==> config.mk <==
export PLATFORM = sky130hd
export DESIGN_NAME = card_cfg_top
export DESIGN_NICKNAME = d
export VERILOG_FILES = /design/src/core/card_cfg_pkg.sv /design/src/core/card_cfg_top.sv /design/src/core/pin_sync.sv
export SDC_FILE = /design/constraint.sdc
export NUM_CORES = 1
export LEC_CHECK = 0
export ABC_AREA = 1
export BUFFER_PORTS_ARGS = -buffer_cell sky130_fd_sc_hd__buf_2
export CAP_MARGIN = 30
export CORE_MARGIN = 2
export CORE_UTILIZATION = 45
export CTS_CLUSTER_DIAMETER = 200
export DETAILED_ROUTE_END_ITERATION = 16
export GPL_ROUTABILITY_DRIVEN = 0
export PLACE_DENSITY = 0.66
export SETUP_SLACK_MARGIN = 0.1
export SLEW_MARGIN = 5
export SYNTH_ARGS = -nofsm -noshare
export SYNTH_HDL_FRONTEND = slang
export SYNTH_SLANG_ARGS = --single-unit
==> constraint.sdc <==
create_clock -name CLK_SYS_I -period 2 [get_ports CLK_SYS_I]
set_clock_uncertainty 0.1 [all_clocks]
set_input_delay 0.3 -clock CLK_SYS_I [delete_from_list [all_inputs] [get_ports CLK_SYS_I]]
set_output_delay 0.3 -clock CLK_SYS_I [all_outputs]
set_load 0.03 [all_outputs]
==> src/core/card_cfg_pkg.sv <==
// constants for the card level translator configuration register
// assumes a single system clock domain and an i2c slave reached by pins
package card_cfg_pkg;
  localparam logic [7:0] DEVICE_CONFIG_ADDR = 8'h00;
  localparam logic [7:0] DEVICE_CONFIG_RESET = 8'h00;
  localparam int REGULATOR_OFF_BIT = 7;
  localparam int PIN_FUNCTION_SELECT_BIT = 6;
  localparam int CARD_RESET_LEVEL_BIT = 5;
  localparam int PATH_FREEZE_BIT = 4;
  localparam int ENABLE_POLARITY_BIT = 3;
  localparam int RESERVED_BIT = 2;
  localparam int SUPPLY_VOLTAGE_SELECT_BIT = 1;
  localparam int DEVICE_ON_BIT = 0;
  localparam logic [7:0] WRITE_MASK = 8'hFB;
  localparam logic [6:0] SLAVE_ADDR_DEFAULT = 7'h2A;
  localparam logic [3:0] BIT_COUNT_LAST = 4'h7;
  localparam logic [3:0] BIT_COUNT_INIT = 4'h0;
  localparam logic [3:0] BIT_COUNT_BYTE = 4'h8;
  // synchroniser reset levels: bus pins idle high, host pins low
  localparam logic [4:0] PIN_SYNC_RESET = 5'h18;
  localparam logic [1:0] SYNC_ZERO = 2'h0;
endpackage : card_cfg_pkg

==> src/core/card_cfg_top.sv <==
// configuration register of a card level translator, reached as i2c slave
// assumes scl/sda and host pins are asynchronous and sampled via pin_sync;
// sda is open drain: SDA_OE_O high pulls the line low
`timescale 1ns/1ps
module card_cfg_top #(
  parameter logic [6:0] SLAVE_ADDR = card_cfg_pkg::SLAVE_ADDR_DEFAULT // arbitrary value
) (
  input wire logic CLK_SYS_I,        // 250 MHz system clock
  input wire logic RST_I,            // power-on reset, async high
  input wire logic SCL_I,            // serial bus clock
  input wire logic SDA_I,            // serial bus data in
  output logic SDA_O,                // serial bus data out, always low
  output logic SDA_OE_O,             // high pulls sda low
  input wire logic HOST_DATA_I,      // host data level
  input wire logic HOST_CLOCK_I,     // host clock level
  input wire logic HOST_RESET_EN_I,  // host reset/enable pin
  output logic CARD_DATA_PIN_O,      // card data drive level
  output logic CARD_CLOCK_PIN_O,     // card clock level
  output logic CARD_RESET_OUT_O,     // card reset level
  output logic REGULATOR_ON_O,       // card supply regulator enable
  output logic SUPPLY_3V_SEL_O,      // high selects 3 V supply
  output logic DEVICE_ENABLED_O      // translator active
);
  typedef enum {ST_IDLE, ST_ADDR, ST_ADDR_ACK, ST_WR_DATA, ST_WR_ACK, ST_RD_DATA,
                ST_RD_ACK, ST_WAIT_STOP} state_t;

  // ----------------------------------------------------------------
  // pin synchronisers
  // ----------------------------------------------------------------
  logic [4:0] pins_s;
  pin_sync #(.WIDTH(5), .RESET_VALUE(card_cfg_pkg::PIN_SYNC_RESET)) u_sync (
    .clk_i(CLK_SYS_I),
    .rst_i(RST_I),
    .d_i({SCL_I, SDA_I, HOST_DATA_I, HOST_CLOCK_I, HOST_RESET_EN_I}),
    .q_o(pins_s)
  );
  wire scl_s = pins_s[4];
  wire sda_s = pins_s[3];
  wire host_data_s = pins_s[2];
  wire host_clock_s = pins_s[1];
  wire host_rst_en_s = pins_s[0];

  logic scl_prev_q;
  logic sda_prev_q;
  wire scl_rise = scl_s & ~scl_prev_q;
  wire scl_fall = ~scl_s & scl_prev_q;
  wire start_cond = scl_s & scl_prev_q & sda_prev_q & ~sda_s;
  wire stop_cond = scl_s & scl_prev_q & ~sda_prev_q & sda_s;

  // ----------------------------------------------------------------
  // serial bus engine
  // ----------------------------------------------------------------
  state_t state_q, state_d;
  logic [7:0] shift_q, shift_d;
  logic [3:0] count_q, count_d;
  logic [7:0] pending_q, pending_d;
  logic pending_valid_q, pending_valid_d;
  logic sda_oe_q, sda_oe_d;
  logic [7:0] config_q, config_d;
  logic [7:0] pins_latched_q, pins_latched_d;

  wire mode_enable_pin = config_q[card_cfg_pkg::PIN_FUNCTION_SELECT_BIT];
  wire freeze = config_q[card_cfg_pkg::PATH_FREEZE_BIT];

  // bit0 shows pin level in enable mode; reserved reads zero
  wire [7:0] read_value = {config_q[card_cfg_pkg::REGULATOR_OFF_BIT:card_cfg_pkg::ENABLE_POLARITY_BIT], 1'b0,
                           config_q[card_cfg_pkg::SUPPLY_VOLTAGE_SELECT_BIT],
                           mode_enable_pin ? host_rst_en_s : config_q[card_cfg_pkg::DEVICE_ON_BIT]};
  wire last_bit = (count_q == card_cfg_pkg::BIT_COUNT_LAST);
  // only the fixed slave address is answered, no pointer byte
  wire addr_match = (shift_q[7:1] == SLAVE_ADDR);

  always_comb begin
    state_d = state_q;
    shift_d = shift_q;
    count_d = count_q;
    pending_d = pending_q;
    pending_valid_d = pending_valid_q;
    sda_oe_d = sda_oe_q;
    if (stop_cond) begin
      state_d = ST_IDLE;
      sda_oe_d = 1'b0;
    end else if (start_cond) begin
      // requests during the internal update go unanswered
      state_d = pending_valid_q ? ST_WAIT_STOP : ST_ADDR;
      count_d = card_cfg_pkg::BIT_COUNT_INIT;
      sda_oe_d = 1'b0;
    end else begin
      case (state_q)
        // bytes shift msb first on scl rise
        ST_ADDR, ST_WR_DATA: begin
          if (scl_rise) begin
            shift_d = {shift_q[6:0], sda_s};
            count_d = count_q + 4'h1;
          end
          if (scl_fall && count_q == card_cfg_pkg::BIT_COUNT_BYTE) begin
            count_d = card_cfg_pkg::BIT_COUNT_INIT;
            if (state_q == ST_WR_DATA) begin
              pending_d = shift_q;
              sda_oe_d = 1'b1;
              state_d = ST_WR_ACK;
            end else if (addr_match) begin
              sda_oe_d = 1'b1;
              state_d = ST_ADDR_ACK;
            end else begin
              state_d = ST_WAIT_STOP;
            end
          end
        end
        ST_ADDR_ACK: begin
          if (scl_fall) begin
            if (shift_q[0]) begin
              shift_d = read_value;
              sda_oe_d = ~read_value[7];
              state_d = ST_RD_DATA;
            end else begin
              sda_oe_d = 1'b0;
              state_d = ST_WR_DATA;
            end
          end
        end
        ST_WR_ACK: begin
          if (scl_fall) begin
            // exactly one data byte; commit waits for stop
            pending_valid_d = 1'b1;
            sda_oe_d = 1'b0;
            state_d = ST_WAIT_STOP;
          end
        end
        ST_RD_DATA: begin
          if (scl_fall) begin
            if (last_bit) begin
              sda_oe_d = 1'b0;
              state_d = ST_RD_ACK;
            end else begin
              shift_d = {shift_q[6:0], 1'b0};
              sda_oe_d = ~shift_q[6];
              count_d = count_q + 4'h1;
            end
          end
        end
        ST_RD_ACK: begin
          // ack or nack both end the single byte read
          if (scl_fall) begin
            state_d = ST_WAIT_STOP;
          end
        end
        ST_WAIT_STOP: begin
          sda_oe_d = 1'b0;
        end
        default: begin
          state_d = ST_IDLE;
          sda_oe_d = 1'b0;
        end
      endcase
    end
    if (stop_cond && pending_valid_q) begin
      pending_valid_d = 1'b0;
    end
  end

  // ----------------------------------------------------------------
  // configuration register
  // ----------------------------------------------------------------
  always_comb begin
    config_d = config_q;
    // write lands on stop; reserved bit masked
    if (stop_cond && pending_valid_q) begin
      config_d = pending_q & card_cfg_pkg::WRITE_MASK;
    end
  end

  // capture host levels while freeze is clear
  always_comb begin
    pins_latched_d = pins_latched_q;
    if (!freeze) begin
      pins_latched_d = {5'h00, host_data_s, host_clock_s, host_rst_en_s};
    end
  end

  // power-on reset restores register and engine; defaults zero
  always_ff @(posedge CLK_SYS_I or posedge RST_I) begin
    if (RST_I) begin
      state_q <= ST_IDLE;
      shift_q <= card_cfg_pkg::DEVICE_CONFIG_RESET;
      count_q <= card_cfg_pkg::BIT_COUNT_INIT;
      pending_q <= card_cfg_pkg::DEVICE_CONFIG_RESET;
      pending_valid_q <= 1'b0;
      sda_oe_q <= 1'b0;
      config_q <= card_cfg_pkg::DEVICE_CONFIG_RESET;
      pins_latched_q <= card_cfg_pkg::DEVICE_CONFIG_RESET;
      scl_prev_q <= 1'b1;
      sda_prev_q <= 1'b1;
    end else begin
      state_q <= state_d;
      shift_q <= shift_d;
      count_q <= count_d;
      pending_q <= pending_d;
      pending_valid_q <= pending_valid_d;
      sda_oe_q <= sda_oe_d;
      config_q <= config_d;
      pins_latched_q <= pins_latched_d;
      scl_prev_q <= scl_s;
      sda_prev_q <= sda_s;
    end
  end

  // ----------------------------------------------------------------
  // card side outputs
  // ----------------------------------------------------------------
  // polarity of the enable pin
  wire pin_enable = host_rst_en_s ^ config_q[card_cfg_pkg::ENABLE_POLARITY_BIT];
  wire reset_live = mode_enable_pin ? config_q[card_cfg_pkg::CARD_RESET_LEVEL_BIT] : host_rst_en_s;
  // reset path is frozen only in pass-through mode
  wire reset_level = (freeze && !mode_enable_pin) ? pins_latched_q[0] : reset_live;
  // enable taken from pin; from register otherwise
  wire enabled = mode_enable_pin ? pin_enable : config_q[card_cfg_pkg::DEVICE_ON_BIT];

  logic [4:0] out_q;
  always_ff @(posedge CLK_SYS_I or posedge RST_I) begin
    if (RST_I) begin
      out_q <= 5'h00;
    end else begin
      out_q <= {freeze ? pins_latched_q[2] : host_data_s, freeze ? pins_latched_q[1] : host_clock_s,
                reset_level, enabled, config_q[card_cfg_pkg::SUPPLY_VOLTAGE_SELECT_BIT]};
    end
  end

  assign CARD_DATA_PIN_O = out_q[4];
  assign CARD_CLOCK_PIN_O = out_q[3];
  assign CARD_RESET_OUT_O = out_q[2];
  assign DEVICE_ENABLED_O = out_q[1];
  assign SUPPLY_3V_SEL_O = out_q[0];
  // regulator off bit, translation paths unaffected
  assign REGULATOR_ON_O = ~config_q[card_cfg_pkg::REGULATOR_OFF_BIT];
  assign SDA_O = 1'b0;
  assign SDA_OE_O = sda_oe_q;
endmodule : card_cfg_top

==> src/core/pin_sync.sv <==
// two flop synchroniser for a vector of pin inputs
// assumes inputs arrive asynchronously to clk_i
`timescale 1ns/1ps
module pin_sync #(
  parameter int WIDTH = 1,
  parameter logic [WIDTH-1:0] RESET_VALUE = '0
) (
  input wire logic clk_i,              // system clock
  input wire logic rst_i,              // async reset, high
  input wire logic [WIDTH-1:0] d_i,    // raw pin levels
  output logic [WIDTH-1:0] q_o         // synchronised levels
);
  logic [WIDTH-1:0] meta_q;
  logic [WIDTH-1:0] sync_q;

  always_ff @(posedge clk_i or posedge rst_i) begin
    if (rst_i) begin
      // reset to the idle pin level so no false edge follows reset
      meta_q <= RESET_VALUE;
      sync_q <= RESET_VALUE;
    end else begin
      meta_q <= d_i;
      sync_q <= meta_q;
    end
  end

  assign q_o = sync_q;
endmodule : pin_sync

==> metrics <==
TritonCTS clock tree built; number of clock sinks 51; setup tns final 0 ps; RSZ-0062 raised after global routing no; endpoint class of the critical path register; area added between synthesis and finish 11.6%; floorplan row count 27; clock latency at the later pin of the worst-skew pair 310 ps; GRT Residual Overflow 0; worst endpoint required time ~2100 ps; cells on worst reg2reg path 7; via total after detailed routing 1870; total standard cell area after synthesis about 2500 µm²; number of synthesized flops with an enable pin 0; Reg-to-Reg End shift_q[1]; total core area roughly 5400 µm²; total power divided by cell area approximately 1200 nW/µm²; most common flop cell mapped by yosys dfrtp_1; total routing usage reported by global routing 0.179; Min-Delay Startpoint u_sync.meta_q[2]; IO buf count 13; maximum net fanout on the critical path 10; number of unique standard cell types used by synthesis 28; warnings from Yosys 0; Final WS setup ~230 ps; PnR Total Power ~3.5 mW; top achievable clock speed approximately 570 MHz; Synthesized Nets about 300; iteration count of the initial detailed-routing pass 4; Initial Util 0.460; Root Buffer clkbuf_8; global-route wire length before repair between 8000 and 9000 µm; finished layout cell area 2800 µm²; DRC violation total after the first TritonRoute iteration about 130; initial antenna violation count 0; post-placement cell area between 2000 and 3000 µm²; number of diodes added for antenna fixing 0; total setup buffers inserted after CTS 0; via density per instance around 4.8; number of global-route vias before repair 1848; proportion of layout cells with a drive suffix above 1 0.215; largest net degree at the start of global routing between 50 and 60; CP Launch Type register; Hold Path Class reg2reg; cell types with the highest counts after synthesis nand2_1 (90), dfrtp_1 (45), inv_1 (30); number of nets at the end of the flow approximately 330; total DRC errors in the routed layout 0; CP Class reg2reg; largest buffer count on any clock path 2; Mapped Avg Cell Area 8.54 µm²; number of ports placed on the die boundary 15; library cell with the largest summed area after synthesis dfrtp_1; final max-slew violation count 0; clock buffers created by TritonCTS 5; internal reg-to-reg setup slack 230 ps; die height 78.6 µm; synthesis-stage register bit count 51; Arrival @ worst endpoint around 1900 ps; Setup Slack @ Placement 238 ps; number of levels the H-tree was split into 2; worst vdd rail ir drop between 0.5 and 0.6 mV; area fraction of the dominant cell type after synthesis 0.450; number of instances on the worst hold path 0; Period minus WS final around 1800 ps; sum of net half-perimeters after detailed placement 3480 µm; outcome complete, no violations; clock transition time at the flip-flop clock pins of the worst setup and hold paths ~90 ps; number of cells produced by synthesis around 290; number of max-cap violations 0; critical register-to-register path startpoint u_sync.q_o[3]; setup violators final 0; Routed WL around 4900 µm; register area share after synthesis 0.513; routed len/inst about 13 µm; capture endpoint of the worst hold path u_sync.q_o[2]; final clock period utilization by the worst path 0.884; full die area roughly 6200 µm²; top cells by area in the synthesized netlist dfrtp_1 (45%), nand2_1 (13%), dfstp_2 (6.3%), nand3_1 (5.2%), inv_1 (4.5%); die width 78.6 µm; final hold vios 0; antenna-violating nets left 0; async set or reset register ratio after synthesis 1.00; most frequently used cell type in the post-synthesis netlist nand2_1; leakage 1.39 nW
state kept, by name (all words and copies together), names as in the netlist, 3 cells and up:
signal and cells:
config_q 7, count_q 4, out_q 5, pending_q 7, pins_latched_q 3, shift_q 8
state_q 3, u_sync.meta_q 5, u_sync.q_o 5
report_power, final:
| group | switching (mW) | internal [mW] |
|---|---|---|
| Combinational | 0.920 | 0.502 |
| Sequential | 0.211 | 1.21 |
| Clock | 0.360 | 0.253 |
per-layer routing:
metal,track usage,vias up,part of all wire
met3,0.0448,10,0.038
met1,0.244,865,0.50
met4,0.0860,0,0.024
met5,0,-,0
met2,0.266,31,0.44
li1,-,964,-
worst max-delay path by stage:
stage / to / startpoint / cells past startpoint
floorplan: SDA_OE_O / RST_I / 1
global placement: state_q[0] / state_q[2] / 8
detailed placement: shift_q[1] / state_q[1] / 7
CTS: shift_q[1] / state_q[1] / 7
global route: shift_q[1] / u_sync.q_o[3] / 7
finish: shift_q[1] / u_sync.q_o[3] / 7
cell usage in the layout, fill, tap and decap left out, drive strengths merged:
cell type and count:
xnor2 1, dfstp 6, nand2 94, nor2 28
dfrtp 45, a21oi 5, clkinv 1, or2 2
nand4 2, buf 17, clkbuf 5, o22ai 5
clkinvlp 1, xor2 1, dlygate4sd3 6, ha 2
nand3 32, inv 37, nor3 2, o21ai 24
conb 1
cell type report:
| class | count | area [µm²] |
|---|---|---|
| Timing Repair Buffer | 23 | 168 |
| Tap cell | 72 | 90.1 |
| Inverter | 36 | 135 |
| Sequential cell | 51 | 1290 |
| Clock inverter | 3 | 23.8 |
| Multi-Input combinational cell | 199 | 1020 |
| Clock buffer | 5 | 68.8 |
| Fill cell | 513 | 2640 |
worst max-delay path: stages, from the launching register on:
cell,delay [ps]
dfstp_2,580
inv_2,70
nand3_4,150
nand2_2,130
nor3_4,330
nand2_4,150
nand2_1,100
o21ai_2,50
cell families (layout without fill, tap and decap cells):
group | Yosys count | after routing | synth area share
other cells | 1 | 1 | 0.00150
xor+xnor | 2 | 2 | 0.00700
buf+inv | 43 | 67 | 0.0785
flops | 51 | 51 | 0.513
compound gates | 34 | 34 | 0.0855
simple gates | 160 | 160 | 0.305
fa+ha+maj | 2 | 2 | 0.00999
stage by stage:
stage / std cells / utilization / hold slack (ps)
floorplan: 293 / - / 204
global placement: 375 / 0.485 / 233
detailed placement: 375 / 0.485 / 235
CTS: 389 / 0.513 / 258
global route: 389 / 0.514 / 267
finish: 389 / 0.514 / 255
what timing repair did:
| action | 4_1_cts | 5_1_grt |
|---|---|---|
| hold buffers | 6 | 0 |
| setup endpoints to repair | 0 | 3 |
| hold endpoints to repair | 50 | 0 |
| resized for setup | 0 | 2 |
Note: power is estimated with default switching activity, not from simulation.
